## config.mk

```make
export PLATFORM = sky130hd
export DESIGN_NAME = ast_threshold_top
export DESIGN_NICKNAME = d
export VERILOG_FILES = /design/src/shared/ast_pkg.sv /design/src/logic/ast_irq_ctrl.sv /design/src/logic/ast_dev_deviation_formula_select.sv /design/src/logic/ast_threshold_top.sv
export VERILOG_INCLUDE_DIRS = /design/src /design/src/shared
export SDC_FILE = /design/constraint.sdc
export NUM_CORES = 1
export LEC_CHECK = 0
export ABC_AREA = 1
export BUFFER_PORTS_ARGS = -buffer_cell sky130_fd_sc_hd__buf_4
export CAP_MARGIN = 15
export CORE_ASPECT_RATIO = 0.7
export CORE_MARGIN = 2
export CORE_UTILIZATION = 35
export CTS_BUF_LIST = sky130_fd_sc_hd__clkbuf_2
export DETAILED_ROUTE_END_ITERATION = 10
export PLACE_DENSITY = 0.48
export SLEW_MARGIN = 15
export SYNTH_ARGS = -nofsm -noshare
export SYNTH_HDL_FRONTEND = slang
export SYNTH_SLANG_ARGS = --single-unit
```

## constraint.sdc

```tcl
create_clock -name clk_in -period 4.5 [get_ports clk_in]
set_input_delay 0.45 -clock clk_in [delete_from_list [all_inputs] [get_ports clk_in]]
set_output_delay 0.45 -clock clk_in [all_outputs]
set_load 0.005 [all_outputs]
```

## src/shared/ast_defines.svh

```systemverilog
`ifndef AST_DEFINES_SVH
`define AST_DEFINES_SVH

// register indexes on the plain register port
`define AST_OFS_SUM_LOW      5'h00
`define AST_OFS_SUM_HIGH     5'h01
`define AST_OFS_SUM_UPPER    5'h02
`define AST_OFS_SETPT_HIGH   5'h03
`define AST_OFS_SETPT_LOW    5'h04
`define AST_OFS_DEV_HIGH     5'h05
`define AST_OFS_DEV_LOW      5'h06
`define AST_OFS_LOWER_HIGH   5'h07
`define AST_OFS_LOWER_LOW    5'h08
`define AST_OFS_UPPER_HIGH   5'h09
`define AST_OFS_UPPER_LOW    5'h0a
`define AST_OFS_CTRL_THREE   5'h0b
`define AST_OFS_CONV_STATUS  5'h0c
`define AST_OFS_IRQ_STATUS   5'h0d
`define AST_OFS_IRQ_ENABLE   5'h0e
`define AST_OFS_IRQ_CLEAR    5'h0f

// field positions
`define AST_DEVIATION_FORMULA_SELECT_LSB         4
`define AST_TMD_LSB          0
`define AST_ABOVE_UPPER_BIT  6
`define AST_BELOW_LOWER_BIT  5
`define AST_IRQ_THRESH_BIT   0
`define AST_IRQ_DONE_BIT     1

// reset values
`define AST_RST_BYTE         8'h00
`define AST_RST_WORD         16'h0000
`define AST_RST_SUM          18'h00000
`define AST_RST_CTRL         6'h00

// sum field widths
`define AST_SUM_BITS         18
`define AST_SIGN_COPIES      6

`endif

```

## src/shared/ast_pkg.sv

```systemverilog
`default_nettype none
package ast_pkg;

  // deviation formula select codes
  typedef enum logic [2:0] {
    AST_DEVIATION_FORMULA_SELECT_SAMPLE_PREV = 3'h0,
    AST_DEVIATION_FORMULA_SELECT_SAMPLE_SETPT = 3'h1,
    AST_DEVIATION_FORMULA_SELECT_SUM_SETPT = 3'h2,
    AST_DEVIATION_FORMULA_SELECT_SUM_PREV = 3'h3,
    AST_DEVIATION_FORMULA_SELECT_SAMPLE = 3'h4,
    AST_DEVIATION_FORMULA_SELECT_SUM = 3'h5,
    AST_DEVIATION_FORMULA_SELECT_PREV_SETPT = 3'h6,
    AST_DEVIATION_FORMULA_SELECT_SETPT_NEG = 3'h7
  } ast_deviation_formula_select_type;

  // threshold interrupt mode codes
  typedef enum logic [2:0] {
    AST_TMD_NEVER = 3'h0,
    AST_TMD_BELOW = 3'h1,
    AST_TMD_NOT_BELOW = 3'h2,
    AST_TMD_INSIDE = 3'h3,
    AST_TMD_OUTSIDE = 3'h4,
    AST_TMD_NOT_ABOVE = 3'h5,
    AST_TMD_ABOVE = 3'h6,
    AST_TMD_ALWAYS = 3'h7
  } ast_tmd_type;

endpackage
`default_nettype wire

```

## src/logic/ast_irq_ctrl.sv

```systemverilog
`default_nettype none
module ast_irq_ctrl #(
  parameter int N = 2
) (
  input wire logic clk_in,
  input wire logic rst_in,
  input wire logic [N-1:0] event_in,
  input wire logic [N-1:0] clear_in,
  input wire logic enable_wr_in,
  input wire logic [N-1:0] enable_data_in,
  output logic [N-1:0] status_out,
  output logic [N-1:0] enable_out,
  output logic irq_out
);

  // one sticky bit per event; a set in the clear cycle is kept
  genvar i;
  generate
    for (i = 0; i < N; i++)
    begin : g_bit
      always_ff @(posedge clk_in or posedge rst_in)
      begin
        if (rst_in)
          status_out[i] <= 1'b0;
        else
          status_out[i] <= event_in[i] | (status_out[i] & ~clear_in[i]);
      end
    end
  endgenerate

  // enable register
  always_ff @(posedge clk_in or posedge rst_in)
  begin
    if (rst_in)
      enable_out <= '0;
    else if (enable_wr_in)
      enable_out <= enable_data_in;
  end

  // level output while any enabled bit is pending
  assign irq_out = |(status_out & enable_out);

endmodule
`default_nettype wire

```

## src/logic/ast_dev_deviation_formula_select.sv

```systemverilog
`default_nettype none
`include "ast_defines.svh"
module ast_dev_deviation_formula_select (
  input wire logic clk_in,
  input wire logic rst_in,
  input wire logic start_in,
  input wire logic [2:0] deviation_formula_select_in,
  input wire logic [2:0] tmd_in,
  input wire logic [15:0] sample_in,
  input wire logic [15:0] prev_in,
  input wire logic [15:0] sum_in,
  input wire logic [15:0] setpoint_in,
  input wire logic [15:0] lower_in,
  input wire logic [15:0] upper_in,
  output logic [15:0] deviation_out,
  output logic above_upper_out,
  output logic below_lower_out,
  output logic thresh_event_out
);

  logic [15:0] op_a;
  logic [15:0] op_b;
  logic [15:0] next_deviation;
  logic next_above;
  logic next_below;
  logic mode_hit;

  // operand choice; setpoint enters only for formulas that name it
  always_comb
  begin
    op_a = sample_in;
    op_b = 16'h0000;
    case (ast_pkg::ast_deviation_formula_select_type'(deviation_formula_select_in))
      ast_pkg::AST_DEVIATION_FORMULA_SELECT_SAMPLE_PREV: op_b = prev_in;
      ast_pkg::AST_DEVIATION_FORMULA_SELECT_SAMPLE_SETPT: op_b = setpoint_in;
      ast_pkg::AST_DEVIATION_FORMULA_SELECT_SUM_SETPT:
      begin
        op_a = sum_in;
        op_b = setpoint_in;
      end
      ast_pkg::AST_DEVIATION_FORMULA_SELECT_SUM_PREV:
      begin
        op_a = sum_in;
        op_b = prev_in;
      end
      ast_pkg::AST_DEVIATION_FORMULA_SELECT_SAMPLE: op_b = 16'h0000;
      ast_pkg::AST_DEVIATION_FORMULA_SELECT_SUM: op_a = sum_in;
      ast_pkg::AST_DEVIATION_FORMULA_SELECT_PREV_SETPT:
      begin
        op_a = prev_in;
        op_b = setpoint_in;
      end
      ast_pkg::AST_DEVIATION_FORMULA_SELECT_SETPT_NEG:
      begin
        op_a = 16'h0000;
        op_b = setpoint_in;
      end
      default: op_b = 16'h0000;
    endcase
  end

  // difference wraps at 16 bits, as a signed register would
  assign next_deviation = op_a - op_b;

  // signed compares against both limits
  assign next_above = $signed(next_deviation) > $signed(upper_in);
  assign next_below = $signed(next_deviation) < $signed(lower_in);

  // interrupt permission by threshold mode
  always_comb
  begin
    case (ast_pkg::ast_tmd_type'(tmd_in))
      ast_pkg::AST_TMD_NEVER: mode_hit = 1'b0;
      ast_pkg::AST_TMD_BELOW: mode_hit = next_below;
      ast_pkg::AST_TMD_NOT_BELOW: mode_hit = ~next_below;
      ast_pkg::AST_TMD_INSIDE: mode_hit = ~next_below & ~next_above;
      ast_pkg::AST_TMD_OUTSIDE: mode_hit = next_below | next_above;
      ast_pkg::AST_TMD_NOT_ABOVE: mode_hit = ~next_above;
      ast_pkg::AST_TMD_ABOVE: mode_hit = next_above;
      ast_pkg::AST_TMD_ALWAYS: mode_hit = 1'b1;
      default: mode_hit = 1'b0;
    endcase
  end

  // results land together one cycle after start
  always_ff @(posedge clk_in or posedge rst_in)
  begin
    if (rst_in)
    begin
      deviation_out <= `AST_RST_WORD;
      above_upper_out <= 1'b0;
      below_lower_out <= 1'b0;
      thresh_event_out <= 1'b0;
    end
    else
    begin
      thresh_event_out <= start_in & mode_hit;
      if (start_in)
      begin
        deviation_out <= next_deviation;
        above_upper_out <= next_above;
        below_lower_out <= next_below;
      end
    end
  end

endmodule
`default_nettype wire

```

## src/logic/ast_threshold_top.sv

```systemverilog
`default_nettype none
`include "ast_defines.svh"
module ast_threshold_top #(
  parameter int ADDR_W = 5
) (
  input wire logic clk_in,
  input wire logic rst_in,
  input wire logic [ADDR_W-1:0] addr_in,
  input wire logic [7:0] wdata_in,
  input wire logic wr_in,
  input wire logic rd_in,
  output logic [7:0] rdata_out,
  input wire logic conv_active_in,
  input wire logic conv_done_in,
  input wire logic [15:0] sample_in,
  output logic above_upper_out,
  output logic below_lower_out,
  output logic irq_out
);

  localparam int SB = `AST_SUM_BITS;

  // software-visible storage, then internal sample history and the calculation start strobe
  logic [SB-1:0] running_sum;
  logic [SB-1:0] next_running_sum;
  logic [15:0] setpoint;
  logic [15:0] lower_limit;
  logic [15:0] upper_limit;
  logic [2:0] deviation_formula_select;
  logic [2:0] threshold_interrupt_mode;
  logic [15:0] last_sample;
  logic [15:0] prev_sample;
  logic deviation_formula_select_start;

  // results from the calculation unit
  logic [15:0] deviation;
  logic above_upper_flag;
  logic below_lower_flag;
  logic thresh_event;

  // interrupt block signals
  logic [1:0] irq_events;
  logic [1:0] irq_clear;
  logic [1:0] irq_status;
  logic [1:0] irq_enable;

  // address decode
  wire sel_sum_low = addr_in == `AST_OFS_SUM_LOW;
  wire sel_sum_high = addr_in == `AST_OFS_SUM_HIGH;
  wire sel_sum_upper = addr_in == `AST_OFS_SUM_UPPER;
  wire sel_setpt_high = addr_in == `AST_OFS_SETPT_HIGH;
  wire sel_setpt_low = addr_in == `AST_OFS_SETPT_LOW;
  wire sel_dev_high = addr_in == `AST_OFS_DEV_HIGH;
  wire sel_dev_low = addr_in == `AST_OFS_DEV_LOW;
  wire sel_lower_high = addr_in == `AST_OFS_LOWER_HIGH;
  wire sel_lower_low = addr_in == `AST_OFS_LOWER_LOW;
  wire sel_upper_high = addr_in == `AST_OFS_UPPER_HIGH;
  wire sel_upper_low = addr_in == `AST_OFS_UPPER_LOW;
  wire sel_ctrl = addr_in == `AST_OFS_CTRL_THREE;
  wire sel_status = addr_in == `AST_OFS_CONV_STATUS;
  wire sel_irq_status = addr_in == `AST_OFS_IRQ_STATUS;
  wire sel_irq_enable = addr_in == `AST_OFS_IRQ_ENABLE;
  wire sel_irq_clear = addr_in == `AST_OFS_IRQ_CLEAR;

  // sum writes are dropped silently during a conversion
  wire sum_wr_ok = wr_in & ~conv_active_in & ~conv_done_in;
  wire wr_sum_low = sum_wr_ok & sel_sum_low;
  wire wr_sum_high = sum_wr_ok & sel_sum_high;
  wire wr_sum_upper = sum_wr_ok & sel_sum_upper;

  // sign-extended sample for accumulation
  wire [SB-1:0] sample_wide = {{(SB - 16){sample_in[15]}}, sample_in};

  // six sign copies above the 18-bit value
  wire [23:0] running_sum_wide =
    {{`AST_SIGN_COPIES{running_sum[SB-1]}}, running_sum};

  // converter status byte: only the two limit flags live here
  wire [7:0] converter_status_register =
    (8'(above_upper_flag) << `AST_ABOVE_UPPER_BIT) |
    (8'(below_lower_flag) << `AST_BELOW_LOWER_BIT);

  wire [7:0] ctrl_byte =
    {1'b0, deviation_formula_select, 1'b0, threshold_interrupt_mode};

  // sum update: a finished conversion adds, software may load bytes
  always_comb
  begin
    next_running_sum = running_sum;
    if (conv_done_in)
      next_running_sum = SB'(running_sum + sample_wide);
    else if (wr_sum_low)
      next_running_sum = {running_sum[SB-1:8], wdata_in};
    else if (wr_sum_high)
      next_running_sum =
        {running_sum[SB-1:16], wdata_in, running_sum[7:0]};
    else if (wr_sum_upper)
      next_running_sum = {wdata_in[1:0], running_sum[15:0]};
  end

  always_ff @(posedge clk_in or posedge rst_in)
  begin
    if (rst_in)
      running_sum <= `AST_RST_SUM;
    else
      running_sum <= next_running_sum;
  end

  // setpoint bytes, cleared on reset
  always_ff @(posedge clk_in or posedge rst_in)
  begin
    if (rst_in)
      setpoint <= `AST_RST_WORD;
    else if (wr_in & sel_setpt_high)
      setpoint[15:8] <= wdata_in;
    else if (wr_in & sel_setpt_low)
      setpoint[7:0] <= wdata_in;
  end

  // lower limit bytes
  always_ff @(posedge clk_in or posedge rst_in)
  begin
    if (rst_in)
      lower_limit <= `AST_RST_WORD;
    else if (wr_in & sel_lower_high)
      lower_limit[15:8] <= wdata_in;
    else if (wr_in & sel_lower_low)
      lower_limit[7:0] <= wdata_in;
  end

  // upper limit bytes
  always_ff @(posedge clk_in or posedge rst_in)
  begin
    if (rst_in)
      upper_limit <= `AST_RST_WORD;
    else if (wr_in & sel_upper_high)
      upper_limit[15:8] <= wdata_in;
    else if (wr_in & sel_upper_low)
      upper_limit[7:0] <= wdata_in;
  end

  // formula and threshold mode selects
  always_ff @(posedge clk_in or posedge rst_in)
  begin
    if (rst_in)
    begin
      deviation_formula_select <= 3'h0;
      threshold_interrupt_mode <= 3'h0;
    end
    else if (wr_in & sel_ctrl)
    begin
      deviation_formula_select <= wdata_in[`AST_DEVIATION_FORMULA_SELECT_LSB +: 3];
      threshold_interrupt_mode <= wdata_in[`AST_TMD_LSB +: 3];
    end
  end

  // sample history; calculation runs the cycle after a conversion
  // so it sees the updated sum and the shifted previous sample
  always_ff @(posedge clk_in or posedge rst_in)
  begin
    if (rst_in)
    begin
      last_sample <= `AST_RST_WORD;
      prev_sample <= `AST_RST_WORD;
      deviation_formula_select_start <= 1'b0;
    end
    else
    begin
      deviation_formula_select_start <= conv_done_in;
      if (conv_done_in)
      begin
        prev_sample <= last_sample;
        last_sample <= sample_in;
      end
    end
  end

  // deviation, limit compare and mode-gated threshold event
  ast_dev_deviation_formula_select u_deviation_formula_select (
    .clk_in(clk_in),
    .rst_in(rst_in),
    .start_in(deviation_formula_select_start),
    .deviation_formula_select_in(deviation_formula_select),
    .tmd_in(threshold_interrupt_mode),
    .sample_in(last_sample),
    .prev_in(prev_sample),
    .sum_in(running_sum[15:0]),
    .setpoint_in(setpoint),
    .lower_in(lower_limit),
    .upper_in(upper_limit),
    .deviation_out(deviation),
    .above_upper_out(above_upper_flag),
    .below_lower_out(below_lower_flag),
    .thresh_event_out(thresh_event)
  );

  // interrupt events and write-one-to-clear register
  assign irq_events = {deviation_formula_select_start, thresh_event};
  assign irq_clear = (wr_in & sel_irq_clear) ? wdata_in[1:0] : 2'b00;

  ast_irq_ctrl #(
    .N(2)
  ) u_irq (
    .clk_in(clk_in),
    .rst_in(rst_in),
    .event_in(irq_events),
    .clear_in(irq_clear),
    .enable_wr_in(wr_in & sel_irq_enable),
    .enable_data_in(wdata_in[1:0]),
    .status_out(irq_status),
    .enable_out(irq_enable),
    .irq_out(irq_out)
  );

  // read selection; unmapped and write-only addresses read zero
  logic [7:0] read_value;
  always_comb
  begin
    read_value = 8'h00;
    if (sel_sum_low)
      read_value = running_sum_wide[7:0];
    else if (sel_sum_high)
      read_value = running_sum_wide[15:8];
    else if (sel_sum_upper)
      read_value = running_sum_wide[23:16];
    else if (sel_setpt_high)
      read_value = setpoint[15:8];
    else if (sel_setpt_low)
      read_value = setpoint[7:0];
    else if (sel_dev_high)
      read_value = deviation[15:8];
    else if (sel_dev_low)
      read_value = deviation[7:0];
    else if (sel_lower_high)
      read_value = lower_limit[15:8];
    else if (sel_lower_low)
      read_value = lower_limit[7:0];
    else if (sel_upper_high)
      read_value = upper_limit[15:8];
    else if (sel_upper_low)
      read_value = upper_limit[7:0];
    else if (sel_ctrl)
      read_value = ctrl_byte;
    else if (sel_status)
      read_value = converter_status_register;
    else if (sel_irq_status)
      read_value = {6'h00, irq_status};
    else if (sel_irq_enable)
      read_value = {6'h00, irq_enable};
  end

  // read data stand for exactly the cycle after the strobe
  always_ff @(posedge clk_in or posedge rst_in)
  begin
    if (rst_in)
      rdata_out <= 8'h00;
    else if (rd_in)
      rdata_out <= read_value;
    else
      rdata_out <= 8'h00;
  end

  assign above_upper_out = above_upper_flag;
  assign below_lower_out = below_lower_flag;

endmodule
`default_nettype wire

```

==> reports/qor.yml <==
clock_network:
  cts.clk_slew.worst_paths_ns: 0.23
  cts.sink_count: 136
  cts_tree: "done"
  clockRootBuffer: "clkbuf_2"
  cts_max_level: 4
  clockBufferDepth: 2
  worstSkewPairLatency_ns: 0.77
  cts_buffers: 17
synth:
  syn-num-nets: 1332
  ys.flop_type: "dfrtp_1"
  yosysSeqAreaShare_pct: 37.8
  ys_warn_count: 0
  netlist_area_mm2: 0.00899
  synthCells: 1232
  synth.distinct_cells: 48
  ys_ff_latch: 136
  syn_avg_cell_area_um2: 7.30
  synth_edf_count: 0
  synth_top_area_share_pct: 37.8
  synth_top_cell_by_area: "dfrtp_1"
  ys_async_sr_fraction_pct: 100
  synthTopCellsByArea: "dfrtp_1 38%, nand2_1 16%, ha_1 8.8%"
final_layout:
  instances_no_fill: 1651
  area_growth_pct: 14.8
  finalNetCount: 1406
  drive_gt1_share_pct: 11.3
sta:
  finClkSkew_ns: 0.0547
  period_minus_slack_ns: 4.20
  hold_violations: 0
  hold_slack_ns: 0.0953
  worst_pin_slew_ns: 0.900
  finalSetupViolations: 0
  fin_ws_ns: 0.297
  relSlewSlack_pct: 39.7
  drv_slew: 0
  max_clock_freq_mhz: 238
  post-route-period-util_pct: 93.4
routing:
  wirelength_um: 33100
  via_per_inst: 5.22
  dr.first_iter.drc_count: 843
  drtAntennaViolNets: 0
  drc_errors: 0
  wire_per_inst_um: 20.0
  first_pass_iters: 5
  vias: 8618
setup_path:
  critPathCaptureType: "flop"
  start_kind: "flop"
  worstPathMaxFanout: 16
  criticalPathCategory: "reg -> reg"
  slowest_stage: "dfrtp_2"
  max_stage_delay_ns: 0.49
  crit_chain: "nand2_2 > buf_4 > nand2_1 > a31oi_1 > ha_1 > nand2_1 > nor2_1 > nand3_1 > nand3_1 > xor2_1 > inv_1 > ha_1 > nand4_1 > nor3_2 > nand2_1 > nand2_1 > nand2_1 > nand2_1 > nand2_1 > nand3_1 > nand3_1 > nor2_1 > nor2_1"
  cp_common_cell: "nand2_1"
  worstPathArrival_ns: 4.84
  worstPathRequired_ns: 5.14
pwr:
  p_clk_share_pct: 13.4
  power_density_mw_per_mm2: 600
  p_leak_nw: 5.03
  p_sw_mw: 3.07
  p_int_mw: 3.13
  vdd_drop_max_mv: 0.205
  finalPower_mw: 6.19
  combPwrFrac_pct: 57.0
  seqPwrFrac_pct: 29.6
  switching_share_pct: 49.6
global_route:
  track_usage_pct: 25.2
  grt_overflow: 0
  grt_max_degree: 64
  grt_pass1_vias: 8020
  antenna_found_initial: 1
  grt_pass1_wl_um: 50600
floorplan:
  dieArea_mm2: 0.0270
  die_y_um: 138
  row_count: 49
  io_pins: 46
  dieWidth_um: 196
  core-area_mm2: 0.0254
  start_util_pct: 35.3
worst_hold_path:
  hp-class: "in -> reg"
placed_design:
  hpwl_um: 25400
  dp_cells: 1593
  gp_congestion: 0.919
  port_buffers: 45
  dp_slack_ns: 0.181
outcome:
  status: "finished, final reports clean"
job:
  drv_cap: 0
-- per-layer routing --
metal	vias to the layer above	wire, um	part of all wire (%)	global-route usage, %
li1	4200	-	-	-
met5	-	0	0	0
met2	297	12200	37	31.8
met3	13	2740	8.3	5.49
met1	4108	17900	54	43.0
met4	0	186	0.56	3.37
-- layout by cell type, fill, tap and decap left out, types with 3 or more instances in the layout --
cell type      count
a21oi_1           72
buf_4             62
nor2_1            61
nand3_1           47
xnor2_1            3
inv_1            133
o21ai_0          140
inv_6              4
nor3_1             6
o211ai_1          16
nand2_1          383
ha_1              63
nand3b_1           4
or2_2              5
a21o_1             5
dfrtp_2            3
a22oi_1           14
o221ai_1           4
clkinvlp_4         4
o21a_1             5
or2_0              3
dfrtp_1          133
bufinv_16          3
o21ai_1            4
nand2_2            5
nor2_2             5
nand4_1            9
nor2_4             8
a31oi_1           16
inv_2             10
dlygate4sd3_1     22
clkbuf_2          17
clkinv_1           4
xor2_1            10
a21oi_2            4
-- worst paths after layout --
| kind | slack [ns] | endpoint | cells after the start | from |
|---|---|---|---|---|
| hold / removal | 0.1 | u_irq.status_out[1] | 4 | addr_in[0] |
| setup reg to reg | 0.30 | u_deviation_formula_select.thresh_event_out | 23 | deviation_formula_select[1] |
| hold reg to reg | 0.51 | u_deviation_formula_select.deviation_out[1] | 2 | u_deviation_formula_select.deviation_out[1] |
| setup / recovery | 0.30 | u_deviation_formula_select.thresh_event_out | 23 | deviation_formula_select[1] |
| max in group asynchronous | 3.19 | deviation_formula_select[2] | 4 | rst_in |
| min in group asynchronous | 0.31 | prev_sample[2] | 3 | rst_in |
-- cell families (layout without fill, tap and decap cells) --
kind of cell	after synthesis	after routing	synth area share (%)
XOR/XNOR	14	14	1.36
flip-flops	136	136	37.8
AND/OR/NAND/NOR	547	547	25.7
other	0	1	0
adder cells (fa/ha/maj)	65	65	9.21
AO/OA/AOI/OAI	291	291	18.3
buffers and inverters	179	266	7.57
-- Yosys cell counts, types with 7 or more instances --
cell / instances
nor2_1: 61
o21ai_0: 141
nor2_4: 8
clkbuf_1: 25
nor3_1: 7
nand3_1: 48
nand4_1: 9
dfrtp_1: 136
a22oi_1: 14
ha_1: 63
o211ai_1: 16
a31oi_1: 16
a21oi_1: 74
xor2_1: 11
nand2_1: 383
inv_2: 11
inv_1: 134
-- critical path: cells and delay by family, from the launching register on --
kind,cells,cell delay (ns)
AND/OR/NAND/NOR,17,2.04
AO/OA/AOI/OAI,1,0.24
flip-flops,1,0.49
XOR/XNOR,1,0.32
adder cells (fa/ha/maj),2,0.62
buffers and inverters,2,0.37
-- power groups by stage --
stage	sequential, mW	combinational (mW)	clock (mW)
2_1_floorplan	1.70	2.35	0
3_3_place_gp	1.85	3.36	0
3_5_place_dp	1.84	3.37	0
4_1_cts	1.82	3.41	0.844
5_1_grt	1.87	4.01	0.900
6_report	1.84	3.53	0.829
-- area by class of cell --
cell class,instances,area [um^2]
Antenna cell,1,2.50
Clock buffer,17,85.1
Clock inverter,15,176
Fill cell,2669,15100
Inverter,148,566
Multi-Input combinational cell,917,4950
Sequential cell,136,3410
Tap cell,331,414
Timing Repair Buffer,86,726
-- through the flow --
step	setup TNS, ns	cell area, um^2	util, %
6_report	0	10300	40.6
4_1_cts	0	10200	40.3
2_1_floorplan	0	8990	-
5_1_grt	-0.0789	10300	40.6
3_3_place_gp	0	9760	38.4
3_5_place_dp	0	9760	38.4
-- timing repair --
action                                  4_1_cts  5_1_grt
endpoints found under the setup margin        0        3
setup buffers                                 0        3
gates resized for setup                       0       12
hold buffers                                 22        0
endpoints found under the hold margin        89        0
-- state kept, by name (all words and copies together) (netlist names), 2 cells and up --
name / count
running_sum: 18
last_sample: 16
lower_limit: 16
prev_sample: 16
setpoint: 16
u_deviation_formula_select.deviation_out: 16
upper_limit: 16
rdata_out: 8
deviation_formula_select: 3
threshold_interrupt_mode: 3
u_irq.enable_out: 2
u_irq.status_out: 2
No activity file was read; power rests on OpenSTA's default activity.
